File: src/hw/cfjt_map.svh
// offsets, field positions, reset values and timing counts for the config/jtag pin block
`ifndef CFJT_MAP_SVH
`define CFJT_MAP_SVH
`define CFJT_CTRL_OFS        8'h00
`define CFJT_STAT_OFS        8'h04
`define CFJT_IRQ_STAT_OFS    8'h08
`define CFJT_IRQ_EN_OFS      8'h0C
`define CFJT_IRQ_CLR_OFS     8'h10
`define CFJT_DATA_OFS        8'h14
`define CFJT_CTRL_DONE_BIT   0
`define CFJT_CTRL_ERR_BIT    1
`define CFJT_CTRL_MIMG_BIT   2
`define CFJT_CTRL_RST        32'h0000_0000
`define CFJT_IRQ_DONE_BIT    0
`define CFJT_IRQ_RECFG_BIT   1
`define CFJT_IRQ_ERR_BIT     2
`define CFJT_IRQ_W           3
`define CFJT_IR_LEN          4
`define CFJT_IR_BYPASS       4'hF
`define CFJT_IR_IDCODE       4'h1
`define CFJT_IR_CFG          4'h2
`define CFJT_IDCODE_VAL      32'h1234_5001
`define CFJT_CLK_MHZ         125
`define CFJT_RECFG_MIN_NS    320
`define CFJT_RECFG_MIN_CYC   ((`CFJT_RECFG_MIN_NS * `CFJT_CLK_MHZ + 999) / 1000)
`define CFJT_CCLK_DIV        4
`endif

File: src/hw/cfjt_pkg.sv
// types for the config/jtag pin block
package cfjt_pkg;
  typedef enum logic [3:0] {
    TAP_RESET, TAP_IDLE, TAP_SEL_DR, TAP_CAP_DR, TAP_SHIFT_DR, TAP_EXIT1_DR,
    TAP_PAUSE_DR, TAP_EXIT2_DR, TAP_UPD_DR, TAP_SEL_IR, TAP_CAP_IR,
    TAP_SHIFT_IR, TAP_EXIT1_IR, TAP_PAUSE_IR, TAP_EXIT2_IR, TAP_UPD_IR
  } cfjt_tap_t;
  typedef enum logic [1:0] {
    CFG_IDLE, CFG_LOAD, CFG_WAIT_DONE, CFG_USER
  } cfjt_cfg_t;
endpackage

File: src/hw/cfjt_top.sv
// configuration and boundary-scan pin interface with ahb-lite register access
//
// Decided for this implementation: the register offsets and the AHB-Lite interface to the registers.
`timescale 1ns/1ps
`include "cfjt_map.svh"

// Overview of operation
// - done pin open-drain, released after configuration
// - hold off user mode while done low
// - restart on rising edge after long low
// - restart request also ends user mode
// - sample tms and tdi on tck rise
// - change tdo only after tck fall
// - floating tms or tdi read as one
// - shift tdi into ir or data register
// - tdo delay equals scan register length
// - tdo high-impedance when not shifting
// - three-bit width select, all high means x1
// - image select chooses image when enabled
// - passive takes clock, active drives clock
// - data pin roles swap with mode
// - configuration only while chip select high
// - release dual-purpose pins in user mode
// - mode pin sampled at restart rising edge
// - error output low on config failure
module cfjt_top #(
  parameter int DATA_W = 32
) (
  input  wire logic              hclk,
  input  wire logic              hresetn,
  input  wire logic              hsel,
  input  wire logic [7:0]        haddr,
  input  wire logic [1:0]        htrans,
  input  wire logic              hwrite,
  input  wire logic [2:0]        hsize,
  input  wire logic [31:0]       hwdata,
  input  wire logic              hready,
  output logic      [31:0]       hrdata,
  output logic                   hreadyout,
  output logic                   hresp,
  output logic                   irq,
  input  wire logic              config_done_flag_in,
  output logic                   config_done_flag_oe,
  input  wire logic              recfg_n,
  input  wire logic [2:0]        bus_width_select,
  input  wire logic [1:0]        image_select,
  input  wire logic              chip_select,
  input  wire logic              mode_sense,
  input  wire logic              config_clock_pin_in,
  output logic                   config_clock_pin_out,
  output logic                   config_clock_pin_oe,
  input  wire logic [DATA_W-1:0] config_data_pin_in,
  output logic      [DATA_W-1:0] config_data_pin_out,
  output logic      [DATA_W-1:0] config_data_pin_oe,
  output logic                   config_error_n,
  output logic                   user_mode,
  output logic [2:0]             cfg_width,
  output logic [1:0]             cfg_image,
  input  wire logic              tck,
  input  wire logic              tms,
  input  wire logic              tdi,
  output logic                   tdo,
  output logic                   tdo_oe
);
  if (DATA_W < 2 || DATA_W > 32) begin : g_bad_width
    $error("DATA_W must be 2..32");
  end

  // two-flop synchronisers for every outside pin
  // strap pins share the same chain, so width and image settle with mode
  localparam int SW = 14;
  logic [SW-1:0] s1_ff, s2_ff;
  always_ff @(posedge hclk or negedge hresetn) begin
    if (!hresetn) begin
      s1_ff <= '1;
      s2_ff <= '1;
    end else begin
      s1_ff <= {config_done_flag_in, recfg_n, chip_select, mode_sense,
                config_clock_pin_in, tck, tms, tdi, config_data_pin_in[0],
                bus_width_select, image_select};
      s2_ff <= s1_ff;
    end
  end
  logic done_s, rst_s, cs_s, mode_s, cclk_s, tck_s, tms_s, tdi_s, d0_s;
  logic [2:0] wsel_s;
  logic [1:0] isel_s;
  assign {done_s, rst_s, cs_s, mode_s, cclk_s, tck_s, tms_s, tdi_s, d0_s,
          wsel_s, isel_s} = s2_ff;
  logic [DATA_W-1:0] d1_ff, din_s;
  always_ff @(posedge hclk or negedge hresetn) begin
    if (!hresetn) begin
      d1_ff <= '1;
      din_s <= '1;
    end else begin
      d1_ff <= config_data_pin_in;
      din_s <= d1_ff;
    end
  end

  // edge detection on synchronised levels
  logic rst_d_ff, tck_d_ff, cclk_d_ff;
  always_ff @(posedge hclk or negedge hresetn) begin
    if (!hresetn) begin
      rst_d_ff  <= 1'b1;
      tck_d_ff  <= 1'b1;
      cclk_d_ff <= 1'b1;
    end else begin
      rst_d_ff  <= rst_s;
      tck_d_ff  <= tck_s;
      cclk_d_ff <= cclk_s;
    end
  end
  wire tck_rise  = tck_s & ~tck_d_ff;
  wire tck_fall  = ~tck_s & tck_d_ff;
  wire rst_rise  = rst_s & ~rst_d_ff;
  wire cclk_rise = cclk_s & ~cclk_d_ff;

  // restart request low-time counter
  logic [15:0] low_cnt_ff;
  always_ff @(posedge hclk or negedge hresetn) begin
    if (!hresetn) low_cnt_ff <= 16'h0000;
    else if (rst_s) low_cnt_ff <= 16'h0000;
    else if (low_cnt_ff != 16'hFFFF) low_cnt_ff <= low_cnt_ff + 16'h0001;
  end
  wire recfg_go = rst_rise && (low_cnt_ff >= 16'(`CFJT_RECFG_MIN_CYC));

  // ahb-lite slave
  logic        wr_pend_ff;
  logic [7:0]  wa_ff;
  logic [31:0] ctrl_ff;
  logic [`CFJT_IRQ_W-1:0] ists_ff, ien_ff;
  wire addr_ph = hsel & hready & htrans[1];
  always_ff @(posedge hclk or negedge hresetn) begin
    if (!hresetn) begin
      wr_pend_ff <= 1'b0;
      wa_ff      <= 8'h00;
    end else begin
      wr_pend_ff <= addr_ph & hwrite;
      if (addr_ph) wa_ff <= haddr;
    end
  end
  always_ff @(posedge hclk or negedge hresetn) begin
    if (!hresetn) ctrl_ff <= `CFJT_CTRL_RST;
    else if (wr_pend_ff && wa_ff == `CFJT_CTRL_OFS) ctrl_ff <= hwdata;
  end
  always_ff @(posedge hclk or negedge hresetn) begin
    if (!hresetn) ien_ff <= '0;
    else if (wr_pend_ff && wa_ff == `CFJT_IRQ_EN_OFS) ien_ff <= hwdata[`CFJT_IRQ_W-1:0];
  end
  assign hreadyout = 1'b1;
  assign hresp     = 1'b0;

  // configuration controller
  cfjt_pkg::cfjt_cfg_t st_ff;
  logic       active_ff;
  logic [2:0] width_ff;
  logic [1:0] image_ff;
  logic [31:0] word_ff, data_cnt_ff;
  logic       err_ff;
  always_ff @(posedge hclk or negedge hresetn) begin
    if (!hresetn) begin
      st_ff       <= cfjt_pkg::CFG_IDLE;
      active_ff   <= 1'b0;
      width_ff    <= 3'h7;
      image_ff    <= 2'h0;
      data_cnt_ff <= 32'h0000_0000;
      word_ff     <= 32'h0000_0000;
    end else if (recfg_go) begin
      st_ff       <= cfjt_pkg::CFG_LOAD;
      active_ff   <= mode_s;
      width_ff    <= wsel_s;
      image_ff    <= ctrl_ff[`CFJT_CTRL_MIMG_BIT] ? isel_s : 2'h0;
      data_cnt_ff <= 32'h0000_0000;
    end else begin
      unique case (st_ff)
        cfjt_pkg::CFG_IDLE: st_ff <= cfjt_pkg::CFG_IDLE;
        cfjt_pkg::CFG_LOAD: begin
          if (cs_s && cclk_rise) begin
            word_ff     <= (width_ff == 3'h7) ? {word_ff[30:0], active_ff ? din_s[1] : d0_s}
                                              : 32'(din_s);
            data_cnt_ff <= data_cnt_ff + 32'h0000_0001;
          end
          if (ctrl_ff[`CFJT_CTRL_DONE_BIT]) st_ff <= cfjt_pkg::CFG_WAIT_DONE;
        end
        cfjt_pkg::CFG_WAIT_DONE: if (done_s) st_ff <= cfjt_pkg::CFG_USER;
        cfjt_pkg::CFG_USER: st_ff <= cfjt_pkg::CFG_USER;
      endcase
    end
  end
  always_ff @(posedge hclk or negedge hresetn) begin
    if (!hresetn) err_ff <= 1'b0;
    else if (recfg_go) err_ff <= 1'b0;
    else if (ctrl_ff[`CFJT_CTRL_ERR_BIT] && st_ff == cfjt_pkg::CFG_LOAD) err_ff <= 1'b1;
  end
  wire loading = (st_ff == cfjt_pkg::CFG_LOAD);

  // active-mode clock divider
  logic [3:0] div_ff;
  logic       cclk_ff;
  always_ff @(posedge hclk or negedge hresetn) begin
    if (!hresetn) begin
      div_ff  <= 4'h0;
      cclk_ff <= 1'b1;
    end else if (div_ff == 4'(`CFJT_CCLK_DIV - 1)) begin
      div_ff  <= 4'h0;
      cclk_ff <= ~cclk_ff;
    end else div_ff <= div_ff + 4'h1;
  end

  // pin drivers
  always_ff @(posedge hclk or negedge hresetn) begin
    if (!hresetn) begin
      config_done_flag_oe  <= 1'b1;
      config_clock_pin_out <= 1'b1;
      config_clock_pin_oe  <= 1'b0;
      config_data_pin_out  <= '0;
      config_data_pin_oe   <= '0;
      config_error_n       <= 1'b1;
      user_mode            <= 1'b0;
      cfg_width            <= 3'h7;
      cfg_image            <= 2'h0;
    end else begin
      config_done_flag_oe  <= (st_ff == cfjt_pkg::CFG_IDLE) || loading;
      config_clock_pin_out <= cclk_ff;
      config_clock_pin_oe  <= loading & active_ff;
      config_data_pin_out  <= {{(DATA_W-1){1'b0}}, word_ff[31]};
      // active drives pin 0, passive drives pin 1
      config_data_pin_oe   <= !loading ? '0 :
                              active_ff ? DATA_W'(1) : DATA_W'(2);
      config_error_n       <= ~err_ff;
      user_mode            <= (st_ff == cfjt_pkg::CFG_USER);
      cfg_width            <= width_ff;
      cfg_image            <= image_ff;
    end
  end

  // tap controller on sampled tck edges; undriven pins arrive pulled high
  cfjt_pkg::cfjt_tap_t tap_ff;
  logic [`CFJT_IR_LEN-1:0] ir_ff, ir_sh_ff;
  logic [31:0] dr_sh_ff, cfg_dr_ff;
  logic        byp_ff;
  always_ff @(posedge hclk or negedge hresetn) begin
    if (!hresetn) tap_ff <= cfjt_pkg::TAP_RESET;
    else if (tck_rise) begin
      unique case (tap_ff)
        cfjt_pkg::TAP_RESET:    tap_ff <= tms_s ? cfjt_pkg::TAP_RESET  : cfjt_pkg::TAP_IDLE;
        cfjt_pkg::TAP_IDLE:     tap_ff <= tms_s ? cfjt_pkg::TAP_SEL_DR : cfjt_pkg::TAP_IDLE;
        cfjt_pkg::TAP_SEL_DR:   tap_ff <= tms_s ? cfjt_pkg::TAP_SEL_IR : cfjt_pkg::TAP_CAP_DR;
        cfjt_pkg::TAP_CAP_DR:   tap_ff <= tms_s ? cfjt_pkg::TAP_EXIT1_DR : cfjt_pkg::TAP_SHIFT_DR;
        cfjt_pkg::TAP_SHIFT_DR: tap_ff <= tms_s ? cfjt_pkg::TAP_EXIT1_DR : cfjt_pkg::TAP_SHIFT_DR;
        cfjt_pkg::TAP_EXIT1_DR: tap_ff <= tms_s ? cfjt_pkg::TAP_UPD_DR : cfjt_pkg::TAP_PAUSE_DR;
        cfjt_pkg::TAP_PAUSE_DR: tap_ff <= tms_s ? cfjt_pkg::TAP_EXIT2_DR : cfjt_pkg::TAP_PAUSE_DR;
        cfjt_pkg::TAP_EXIT2_DR: tap_ff <= tms_s ? cfjt_pkg::TAP_UPD_DR : cfjt_pkg::TAP_SHIFT_DR;
        cfjt_pkg::TAP_UPD_DR:   tap_ff <= tms_s ? cfjt_pkg::TAP_SEL_DR : cfjt_pkg::TAP_IDLE;
        cfjt_pkg::TAP_SEL_IR:   tap_ff <= tms_s ? cfjt_pkg::TAP_RESET  : cfjt_pkg::TAP_CAP_IR;
        cfjt_pkg::TAP_CAP_IR:   tap_ff <= tms_s ? cfjt_pkg::TAP_EXIT1_IR : cfjt_pkg::TAP_SHIFT_IR;
        cfjt_pkg::TAP_SHIFT_IR: tap_ff <= tms_s ? cfjt_pkg::TAP_EXIT1_IR : cfjt_pkg::TAP_SHIFT_IR;
        cfjt_pkg::TAP_EXIT1_IR: tap_ff <= tms_s ? cfjt_pkg::TAP_UPD_IR : cfjt_pkg::TAP_PAUSE_IR;
        cfjt_pkg::TAP_PAUSE_IR: tap_ff <= tms_s ? cfjt_pkg::TAP_EXIT2_IR : cfjt_pkg::TAP_PAUSE_IR;
        cfjt_pkg::TAP_EXIT2_IR: tap_ff <= tms_s ? cfjt_pkg::TAP_UPD_IR : cfjt_pkg::TAP_SHIFT_IR;
        cfjt_pkg::TAP_UPD_IR:   tap_ff <= tms_s ? cfjt_pkg::TAP_SEL_DR : cfjt_pkg::TAP_IDLE;
      endcase
    end
  end
  // scan registers: ir, idcode/config word, bypass
  always_ff @(posedge hclk or negedge hresetn) begin
    if (!hresetn) begin
      ir_ff     <= `CFJT_IR_IDCODE;
      ir_sh_ff  <= '0;
      dr_sh_ff  <= 32'h0000_0000;
      cfg_dr_ff <= 32'h0000_0000;
      byp_ff    <= 1'b0;
    end else if (tck_rise) begin
      unique case (tap_ff)
        cfjt_pkg::TAP_RESET:    ir_ff <= `CFJT_IR_IDCODE;
        cfjt_pkg::TAP_CAP_IR:   ir_sh_ff <= `CFJT_IR_LEN'(1);
        cfjt_pkg::TAP_SHIFT_IR: ir_sh_ff <= {tdi_s, ir_sh_ff[`CFJT_IR_LEN-1:1]};
        cfjt_pkg::TAP_UPD_IR:   ir_ff <= ir_sh_ff;
        cfjt_pkg::TAP_CAP_DR: begin
          byp_ff   <= 1'b0;
          dr_sh_ff <= (ir_ff == `CFJT_IR_IDCODE) ? `CFJT_IDCODE_VAL : cfg_dr_ff;
        end
        cfjt_pkg::TAP_SHIFT_DR: begin
          byp_ff   <= tdi_s;
          dr_sh_ff <= {tdi_s, dr_sh_ff[31:1]};
        end
        cfjt_pkg::TAP_UPD_DR: if (ir_ff == `CFJT_IR_CFG && cs_s) cfg_dr_ff <= dr_sh_ff;
        default: ;
      endcase
    end
  end
  // tdo changes on the falling edge only
  always_ff @(posedge hclk or negedge hresetn) begin
    if (!hresetn) begin
      tdo    <= 1'b0;
      tdo_oe <= 1'b0;
    end else if (tck_fall) begin
      tdo_oe <= (tap_ff == cfjt_pkg::TAP_SHIFT_DR) || (tap_ff == cfjt_pkg::TAP_SHIFT_IR);
      if (tap_ff == cfjt_pkg::TAP_SHIFT_IR) tdo <= ir_sh_ff[0];
      else if (ir_ff == `CFJT_IR_BYPASS) tdo <= byp_ff;
      else tdo <= dr_sh_ff[0];
    end
  end

  // interrupts: sticky status, set wins over clear
  wire [`CFJT_IRQ_W-1:0] ev = {(st_ff == cfjt_pkg::CFG_LOAD) & ctrl_ff[`CFJT_CTRL_ERR_BIT] & ~err_ff,
                               recfg_go,
                               (st_ff == cfjt_pkg::CFG_WAIT_DONE) & done_s};
  wire [`CFJT_IRQ_W-1:0] clr = (wr_pend_ff && wa_ff == `CFJT_IRQ_CLR_OFS) ?
                               hwdata[`CFJT_IRQ_W-1:0] : '0;
  always_ff @(posedge hclk or negedge hresetn) begin
    if (!hresetn) ists_ff <= '0;
    else ists_ff <= (ists_ff & ~clr) | ev;
  end
  always_ff @(posedge hclk or negedge hresetn) begin
    if (!hresetn) irq <= 1'b0;
    else irq <= |(((ists_ff & ~clr) | ev) & ien_ff);
  end

  // read data
  always_ff @(posedge hclk or negedge hresetn) begin
    if (!hresetn) hrdata <= 32'h0000_0000;
    else if (addr_ph && !hwrite) begin
      unique case (haddr)
        `CFJT_CTRL_OFS:     hrdata <= ctrl_ff;
        `CFJT_STAT_OFS:     hrdata <= {22'h0, err_ff, active_ff, image_ff, width_ff,
                                       done_s, 2'(st_ff)};
        `CFJT_IRQ_STAT_OFS: hrdata <= 32'(ists_ff);
        `CFJT_IRQ_EN_OFS:   hrdata <= 32'(ien_ff);
        `CFJT_DATA_OFS:     hrdata <= word_ff;
        default:            hrdata <= 32'h0000_0000;
      endcase
    end
  end
endmodule // cfjt_top

File: config.mk
export PLATFORM = sky130hd
export DESIGN_NAME = cfjt_top
export DESIGN_NICKNAME = d
export VERILOG_FILES = /design/src/hw/cfjt_pkg.sv /design/src/hw/cfjt_top.sv
export VERILOG_INCLUDE_DIRS = /design/src /design/src/hw
export SDC_FILE = /design/constraint.sdc
export NUM_CORES = 1
export LEC_CHECK = 0
export ABC_AREA = 1
export BUFFER_PORTS_ARGS = -buffer_cell sky130_fd_sc_hd__buf_2
export CAP_MARGIN = 0
export CORE_MARGIN = 4
export CORE_UTILIZATION = 40
export CTS_CLUSTER_SIZE = 30
export DETAILED_ROUTE_END_ITERATION = 10
export GPL_TIMING_DRIVEN = 0
export MAX_ROUTING_LAYER = met4
export PLACE_DENSITY = 0.61
export SLEW_MARGIN = 20
export SYNTH_ARGS = -nofsm -noshare
export SYNTH_HDL_FRONTEND = slang
export SYNTH_SLANG_ARGS = --single-unit
File: constraint.sdc
create_clock -name hclk -period 2.2 [get_ports hclk]
set_clock_uncertainty 0.05 [all_clocks]
set_input_delay 0 -clock hclk [delete_from_list [all_inputs] [get_ports hclk]]
set_output_delay 0 -clock hclk [all_outputs]
set_load 0.1 [all_outputs]
==> run metrics, run 1 <==
CP Class=register to register; Core ar.=33,500 sq um; Cell Chain, Critical Path=nand2_2 > inv_2 > nand2_1 > nor4_4 > nand2_2 > buf_2 > nand2_1 > nand2_1; CP peak stage delay=0.55 ns; clock-pin slew on the worst setup and hold paths=0.05 ns; Final nets=1,922; VDD IR max=0.000683 V; CTS buffer count=37; multi-input logic area=4430 sq um; Total Routing Usage GR=18.8%; top cell type by total area after synthesis=dfrtp_1; max_cap viols=0; Hold WS=0.0556 ns; Worst Setup End Kind=register; level count of the clock H-tree=2; DRT antenna net count=0; Port Buf Inserts=138; Final min period=1.98 ns; Congestion Overflow GR=0; drt total wl=33.9 mm; Syn Area/Cell=9.14 sq um; vias in the first global route=10,851; R2R depth=8; setup violators final=0; Primary FF master, synth=dfrtp_1; Sum Neg Setup Slack=0 ns; initial antenna violation count=0; number of fill cells=3,116; Critical-path top delay cell=dfstp_2; Gate Count Post-Synth=1,488; Hold Path Class=input port to register; post-synth top area share=40.9%; gp weighted congestion=0.857; Slew headroom=60.7%; CTS tree=done; Worst Path Max Fanout=10; ys async rst share=100%; final slew viol count=0; DRC=0; Die Y=192 microns; detailed-placement wirelength estimate=22.8 mm; register area share after synthesis=61.0%; layout cells sized above 1=23.0%; RSZ-0062 raised after global routing=false; Synth top cells by count=nand2_1 (473), dfrtp_1 (222), nand3_1 (132); Yosys warning total=0; largest net degree at the start of global routing=98; most used cell, CP=nand2_1; initial core utilization=40.5%; number of DRC markers in iteration 0=753; EDFF count, synth=0; crit share post-route=90.2%; Die Wd=192 microns; FMAX=504 MHz; via count=10,776; critical path data required time=2.55 ns; Critical Path Source=s2_ff[8]; total power=15.7 mW; root cell of the clock tree=clkbuf_16; WP data arrival=2.33 ns; post-synth design cell area=13,600 sq um; #FFs+latches synth=326; WL/cell=14.7 microns; cell row count=67; IO Pins=206; area grow syn2layout=27.5%; Leakage=8.67 nW; crit path capture=cfg_dr_ff[6]; status=completed; Inserted Diodes=0; drt via density=4.68; Clock Path Buffers=3; Cell variety after synth=38; R2R Path End=cfg_dr_ff[6]; # Post-CTS Setup Buffers=0; Pwr Density=903 nW/um^2; first-pass GRT wire length=55.1 mm; top-count cell post-synth=nand2_1; Sinks on Clock Net=326; Crit Reg-Reg Startpoint=s2_ff[8]; Startpoint Class=register; Worst R2R Setup Slack=0.22 ns; main area contributors after synthesis=dfrtp_1 (41%), dfstp_2 (20%), nand2_1 (13%), nand3_1 (4.9%), o21ai_0 (3.6%); Fin. Hold Viols=0; DRT Pass-1 Iters=7; clk_lat worst skew=0.53 ns; die area=37,000 sq um; worst slew pin tran=0.590 ns; Reg area=8290 sq um
==> cell type report <==
type	instances	area share, %
Sequential cell	326	47.8
Multi-Input combinational cell	1000	25.5
Timing Repair Buffer	236	10.1
Clock buffer	57	6.12
Buffer	122	4.33
Tap cell	448	3.23
Inverter	101	2.19
Clock inverter	11	0.758
==> sequential cells by signal, summed over array words and instances, names as in the netlist, 8 cells and up <==
signal and count:
word_ff 32, hrdata 32, ctrl_ff 32, d1_ff 32, low_cnt_ff 16, s1_ff 13, dr_sh_ff 32, cfg_dr_ff 32
s2_ff 13, wa_ff 8, din_s 32
==> critical path, delay by kind of cell, from the launching register on <==
kind	cells	cell delay, ns
buffers and inverters	2	0.41
AND/OR/NAND/NOR	6	0.87
flip-flops	1	0.55
==> cell families (layout without fill, tap and decap cells) <==
group / Yosys count / count (layout) / share of synthesized area [%]
other cells: 2 / 63 / 0.0552
simple gates: 727 / 727 / 22.1
compound gates: 194 / 194 / 7.44
buf+inv: 223 / 527 / 8.26
flops: 326 / 326 / 61.0
mux: 11 / 11 / 0.819
fa+ha+maj: 3 / 3 / 0.276
xor+xnor: 2 / 2 / 0.129
==> per-stage QoR <==
| stage | worst slack (ns) | std cells | instance area [sq um] | util (%) |
|---|---|---|---|---|
| detailed placement | -0.123 | 2138 | 15200 | 45.2 |
| floorplan | 0.601 | 1549 | 13800 | - |
| global placement | -5.10 | 2135 | 15100 | 45.0 |
| global route | 0.0123 | 2301 | 17300 | 51.7 |
| CTS | 0.0600 | 2301 | 17300 | 51.7 |
| finish | 0.216 | 2301 | 17300 | 51.7 |
==> layout by cell type, fill, tap and decap left out, types with 2 or more instances in the layout <==
master | Yosys | final
dlygate4sd3_1 | 0 | 94
a22oi_1 | 7 | 7
clkinv_8 | 0 | 2
buf_16 | 0 | 3
nor2_1 | 87 | 86
clkbuf_16 | 0 | 37
nand2_2 | 4 | 4
clkbuf_1 | 27 | 36
ha_1 | 3 | 3
inv_1 | 95 | 95
a21oi_1 | 55 | 55
nand2_1 | 473 | 473
nand4_1 | 9 | 9
buf_2 | 28 | 165
inv_2 | 6 | 6
dfrtp_1 | 222 | 222
clkbuf_2 | 0 | 5
clkbuf_8 | 0 | 6
nor2_2 | 3 | 4
nand3_2 | 2 | 2
nor3_1 | 9 | 8
mux2i_1 | 10 | 10
conb_1 | 2 | 63
dfstp_2 | 104 | 104
buf_4 | 65 | 65
o31ai_1 | 2 | 2
nand3_1 | 132 | 132
clkinv_2 | 0 | 6
o211ai_1 | 3 | 3
o21ai_0 | 99 | 99
o21ai_1 | 23 | 23
bufinv_16 | 0 | 2
or2_2 | 5 | 5
==> metal layers <==
metal	global-route usage (%)	up-vias	routed length (microns)
met5	-	-	0
met1	24.7	5102	15100
li1	-	5314	-
met4	6.25	0	1050
met2	30.3	289	16000
met3	2.59	71	1750
==> how the worst min path moves through the flow <==
stage,from,cells past startpoint,slack [ns],to
finish,htrans[1],5,0.06,hrdata[1]
global placement,tms,1,0.05,s1_ff[7]
global route,config_data_pin_in[17],2,0.05,d1_ff[17]
detailed placement,hresetn,1,-0.09,user_mode
floorplan,hresetn,0,-0.35,active_ff
CTS,htrans[1],5,0.006,hrdata[1]
==> power breakdown <==
part	internal, mW	switching, mW	leakage [nW]
clock network	3.58	2.40	0.586
registers	6.67	0.434	3.90
logic	0.756	1.83	4.18
==> what timing repair did <==
action	CTS	global route
cloned	0	0
hold buffers	95	0
setup endpoints to repair	32	42
endpoints found under the hold margin	328	0
gates resized for setup	1	12
No activity file was read; power rests on OpenSTA's default activity.
==> run 2, diff against run 1 <==
- CORE_ASPECT_RATIO: not set -> 0.7
==> run 2 against run 1 <==
Compared with the run above:
- cell count decreased by 0.74%
- via count grew 0.18%
- critical path depth shrank 2
- largest cell class unchanged
- power down 1.6%
- cell area down 0.46%
==> run metrics, run 2 (synthesis results as in run 1) <==
Critical Path Source=s2_ff[12] (was s2_ff[8]); Die Wd=228 microns (was 192 microns); DRT Pass-1 Iters=5 (was 7); drt total wl=35.2 mm (was 33.9 mm); CTS tree=done (unchanged); DRT antenna net count=0 (unchanged); WP data arrival=2.37 ns (was 2.33 ns); CP Class=register to register (unchanged); vias in the first global route=10,346 (was 10,851); Die Y=162 microns (was 192 microns); CP Buf/Inv Count=2 (unchanged); via count=10,795 (was 10,776); Critical-path top delay cell=dfstp_2 (unchanged); Hold WS=0.0482 ns (was 0.0556 ns); initial core utilization=40.6% (was 40.5%); setup violators final=0 (unchanged); max_cap viols=0 (unchanged); IO Pins=206 (unchanged); die area=37,100 sq um (was 37,000 sq um); status=completed (unchanged); Post-Route Utilization=51.5% (was 51.7%); # Post-CTS Setup Buffers=0 (unchanged); Final min period=2.05 ns (was 1.98 ns); crit share post-route=93.3% (was 90.2%); Worst Setup End Kind=register (unchanged); Congestion Overflow GR=0 (unchanged); Slew headroom=63.8% (was 60.7%); Crit Reg-Reg Startpoint=s2_ff[12] (was s2_ff[8]); most frequent cells in the layout=nand2_1 (473), dfrtp_1 (222), buf_2 (165), nand3_1 (132), dfstp_2 (104) (unchanged); drt via density=4.73 (was 4.68); DRC=0 (unchanged); Hold Path Class=input port to register (unchanged); Port Buf Inserts=138 (unchanged); Total Routing Usage GR=19.2% (was 18.8%); critical path data required time=2.52 ns (was 2.55 ns); VDD IR max=0.000458 V (was 0.000683 V); root cell of the clock tree=clkbuf_16 (unchanged); detailed-placement wirelength estimate=24.2 mm (was 22.8 mm); Final nets=1,921 (was 1,922); initial antenna violation count=0 (unchanged); final slew viol count=0 (unchanged); Fin. Hold Viols=0 (unchanged); number of DRC markers in iteration 0=906 (was 753); worst slew pin tran=0.546 ns (was 0.590 ns); Clock Path Buffers=3 (unchanged); cell family with most CP delay=flip-flops (was simple AND/OR/NAND/NOR gates); hold_sp=hready (was htrans[1]); commonest non-fill, non-tap cell in the layout=nand2_1 (unchanged); area grow syn2layout=27.0% (was 27.5%); clk_lat worst skew=0.52 ns (was 0.53 ns); Sinks on Clock Net=326 (unchanged); gp weighted congestion=0.891 (was 0.857); Pwr Density=893 nW/um^2 (was 903 nW/um^2); cell row count=56 (was 67); Worst Path Max Fanout=10 (unchanged); CP peak stage delay=0.59 ns (was 0.55 ns); Inserted Diodes=0 (unchanged); Startpoint Class=register (unchanged); Cell Chain, Critical Path=inv_1 > nor2_1 > nand2_1 > nand3_2 > clkbuf_1 > o21ai_1 (was nand2_2 > inv_2 > nand2_1 > nor4_4 > nand2_2 > buf_2 > nand2_1 > nand2_1); first-pass GRT wire length=56.1 mm (was 55.1 mm); Leakage=8.64 nW (was 8.67 nW); FMAX=487 MHz (was 504 MHz); layout cells sized above 1=22.6% (was 23.0%); clock-pin slew on the worst setup and hold paths=0.06 ns (was 0.05 ns); largest net degree at the start of global routing=100 (was 98); Core ar.=33,500 sq um (about the same); level count of the clock H-tree=2 (unchanged); CTS buffer count=35 (was 37); WL/cell=15.4 microns (was 14.7 microns)
## run 2: per-stage QoR
stage,setup slack (ns),TNS [ns],instances,cell area [sq um],total power [mW]
floorplan,0.601,0,1549,13800,8.90
global placement,-5.19,-1460.23,2122,15100,9.54
detailed placement,0.158,0,2125,15200,9.62
CTS,0.0413,0,2283,17200,15.6
global route,-0.00880,-0.00880,2284,17300,16.2
finish,0.148,0,2284,17300,15.4
## run 2: where the power goes
| part | switching, mW | internal (mW) | total [mW] | leakage, nW |
|---|---|---|---|---|
| clock network | 2.35 | 3.38 | 5.73 | 0.545 |
| registers | 0.428 | 6.66 | 7.09 | 3.90 |
| logic | 1.83 | 0.761 | 2.59 | 4.19 |
| total | 4.61 | 10.8 | 15.4 | 8.64 |
## run 2: worst register-to-register path, delay by kind of cell (launching register included)
family                 cells  cell delay, ns
buffers and inverters      2            0.55
and+or+nand+nor            3            0.59
DFF                        1            0.59
AOI/OAI and AO/OA          1            0.14
## run 2: timing repair
item,in CTS,in global routing
hold buffers,95,0
hold endpoints to repair,209,0
gates resized for setup,0,6
setup endpoints to repair,0,109
## run 2: worst paths after layout
path	to	slack (ns)	cells past startpoint
worst min-delay path	hrdata[1]	0.05	5
worst max register to register	word_ff[22]	0.15	6
max in group asynchronous	d1_ff[10]	0.22	6
worst min register to register	din_s[27]	0.30	0
worst max-delay path	word_ff[22]	0.15	6
min in group asynchronous	st_ff[1]	0.42	3
## run 2: layer usage
layer  track usage (%)  vias up  wire length, microns
li1                  -     5307                     -
met3              3.93       64                  1980
met5                 -        -                     0
met1              28.2     5156                 17200
met4              5.28        0                   904
met2              27.2      268                 15100
## run 2: area by class of cell
class                           count  area [sq um]
Timing Repair Buffer              237          1780
Buffer                            122           748
Tap cell                          435           544
Inverter                          101           379
Fill cell                        3071         16200
Sequential cell                   326          8290
Clock inverter                      8          67.6
Clock buffer                       55          1040
Multi-Input combinational cell   1000          4410
==> run 3, diff against run 2 <==
- CTS_BUF_LIST: not set -> sky130_fd_sc_hd__clkbuf_8
==> run 3 against run 2 <==
Compared with the run above:
- sequential share of layout area fell by 1.3 points
- core utilization rose by 1.4 points
- sequential cell count did not move
- die area did not move
- via count rose by 2.9%
- first-iteration DRC count fell by 5.7%
- power fell by 0.70%
- combinational power rose by 3%
- critical path type unchanged
- highest routed layer unchanged
==> run metrics, run 3 (synthesis results as in run 1) <==
clk_lat worst skew=0.59 ns (was 0.52 ns); final slew viol count=0 (unchanged); Startpoint Class=register (unchanged); Inserted Diodes=0 (unchanged); worst slew pin tran=0.526 ns (was 0.546 ns); final setup margin=0.155 ns (was 0.148 ns); CP peak stage delay=0.55 ns (was 0.59 ns); multi-input logic area=4420 sq um (was 4410 sq um); Critical-path top delay cell=dfstp_2 (unchanged); commonest non-fill, non-tap cell in the layout=nand2_1 (unchanged); layout cells sized above 1=23.3% (was 22.6%); Die Wd=228 microns (unchanged); drt via density=4.70 (was 4.73); met3 Use GR=4.30% (was 3.93%); met2 Usage GRT=28.2% (was 27.2%); Worst Path Max Fanout=10 (unchanged); status=completed (unchanged); cell row count=56 (unchanged); via count=11,110 (was 10,795); FMAX=489 MHz (was 487 MHz); most used cell, CP=nand2_1; grt met1 use=28.5% (was 28.2%); Hold EP=d1_ff[10] (was hrdata[1]); vias in the first global route=10,670 (was 10,346); Sinks on Clock Net=326 (unchanged); Final min period=2.05 ns (about the same); Reg area=8290 sq um (unchanged); area of placed instances=15,200 sq um (unchanged); area grow syn2layout=30.5% (was 27.0%); Port Buf Inserts=138 (unchanged); Sum Neg Setup Slack=0 ns (unchanged); critical path data required time=2.62 ns (was 2.52 ns); WL/cell=15.3 microns (was 15.4 microns); VDD IR max=0.000375 V (was 0.000458 V); Worst R2R Setup Slack=0.15 ns (about the same); Slew headroom=64.6% (was 63.8%); dpl ws=0.158 ns (unchanged); DRT antenna net count=0 (unchanged); Pwr Density=862 nW/um^2 (was 893 nW/um^2); Cell Chain, Critical Path=nand2_2 > inv_2 > nand2_1 > nor4_4 > nand2_2 > buf_2 > nand2_1 > nand2_1 (was inv_1 > nor2_1 > nand2_1 > nand3_2 > clkbuf_1 > o21ai_1); number of DRC markers in iteration 0=854 (was 906); CP Depth=8 (was 6); Core ar.=33,500 sq um (unchanged); Congestion Overflow GR=0 (unchanged); largest net degree at the start of global routing=100 (unchanged); clock-pin slew on the worst setup and hold paths=0.06 ns (about the same); number of fill cells=3,052 (was 3,071); Fin. Hold Viols=0 (unchanged); Crit Reg-Reg Startpoint=s2_ff[8] (was s2_ff[12]); gp weighted congestion=0.891 (unchanged); CP Buf/Inv Count=2 (unchanged); most frequent cells in the layout=nand2_1 (473), dfrtp_1 (222), buf_2 (165), dlygate4sd3_1 (137), nand3_1 (132) (was nand2_1 (473), dfrtp_1 (222), buf_2 (165), nand3_1 (132), dfstp_2 (104)); gr busiest metal=met1 (unchanged); drt total wl=36.1 mm (was 35.2 mm); initial core utilization=40.6% (unchanged); root cell of the clock tree=clkbuf_8 (was clkbuf_16); die area=37,100 sq um (unchanged); initial antenna violation count=0 (unchanged); R2R depth=8 (was 6); Die Y=162 microns (unchanged); DRT Pass-1 Iters=5 (unchanged); # Post-CTS Setup Buffers=0 (unchanged); CTS tree=done (unchanged); Hold Path Class=input port to register (unchanged); crit share post-route=93.0% (was 93.3%); max_cap viols=0 (unchanged); Final nets=1,982 (was 1,921); first-pass GRT wire length=57.6 mm (was 56.1 mm); Total Routing Usage GR=19.8% (was 19.2%); hold_sp=config_data_pin_in[10] (was hready); Hold Path Depth=2 (was 5); CP Class=register to register (unchanged); Worst Setup End Kind=register (unchanged); CTS buffer count=53 (was 35); WP data arrival=2.46 ns (was 2.37 ns); detailed-placement wirelength estimate=24.2 mm (unchanged); Clock Path Buffers=3 (unchanged); Leakage=8.94 nW (was 8.64 nW); cell family with most CP delay=simple AND/OR/NAND/NOR gates (was flip-flops); level count of the clock H-tree=2 (unchanged); fin area=17,700 sq um (was 17,300 sq um); setup violators final=0 (unchanged); R2R Path End=cfg_dr_ff[27] (was word_ff[22]); RSZ-0062 raised after global routing=false; IO Pins=206 (unchanged); DRC=0 (unchanged)
## run 3: cell types whose count changed in the layout (fill, tap and decap cells not counted)
cell           change
clkbuf_16         -37
clkbuf_1          -13
inv_1             +18
nor2_4             +1
clkbuf_2           -1
buf_1              +1
clkinv_2           -1
nor2_2             -1
dlygate4sd3_1     +43
clkbuf_8          +70
## run 3: final cells by class
type	instances	share of cell area, %
plain buffers	122	4.21
clock buffers	75	5.82
clock inverters	25	0.733
inverters	101	2.14
multi-input cells	1000	24.9
flip-flops and latches	326	46.7
well taps	435	3.07
repair buffers	280	12.4
## run 3: per-stage QoR
| stage | instances | hold WS [ns] | power [mW] | util [%] |
|---|---|---|---|---|
| after floorplan | 1549 | -0.346 | 8.90 | - |
| after global placement | 2122 | 0.0548 | 9.54 | 45.0 |
| after detailed placement | 2125 | -0.0736 | 9.62 | 45.2 |
| after CTS | 2363 | 0.000504 | 15.5 | 52.9 |
| after global routing | 2364 | 0.00844 | 16.1 | 53.0 |
| final | 2364 | 0.0409 | 15.3 | 53.0 |
## run 3: routing by layer
layer | part of all wire [%] | vias to the layer above | wire length [microns]
li1 | - | 5443 | -
met2 | 44 | 279 | 15800
met4 | 2.2 | 0 | 811
met5 | 0 | - | 0
met3 | 5.9 | 61 | 2120
met1 | 48 | 5327 | 17400
## run 3: report_power, final
part | internal [mW] | total (mW) | leakage [nW] | switching (mW)
clock | 3.13 | 5.55 | 0.669 | 2.42
sequential | 6.67 | 7.10 | 3.90 | 0.432
combinational | 0.811 | 2.66 | 4.37 | 1.85
## run 3: timing repair
item | 4_1_cts | 5_1_grt
endpoints found under the hold margin | 221 | 0
hold buffers | 138 | 0
gates resized for setup | 0 | 6
setup endpoints to repair | 0 | 67
## run 3: worst max-delay path by stage
| stage | startpoint | endpoint | slack, ns |
|---|---|---|---|
| detailed placement | s2_ff[8] | cfg_dr_ff[21] | 0.16 |
| finish | s2_ff[8] | cfg_dr_ff[27] | 0.15 |
| global placement | hresetn | cfg_dr_ff[9] | -5.19 |
| CTS | hready | hrdata[28] | 0.09 |
| global route | s2_ff[12] | word_ff[18] | 0.0001 |
| floorplan | s2_ff[8] | cfg_dr_ff[10] | 0.60 |
## run 3: worst reg2reg max path, delay by kind of cell (launching register included)
family,cells,cell delay [ns]
AND/OR/NAND/NOR,6,0.91
buffers and inverters,2,0.41
flip-flops,1,0.55
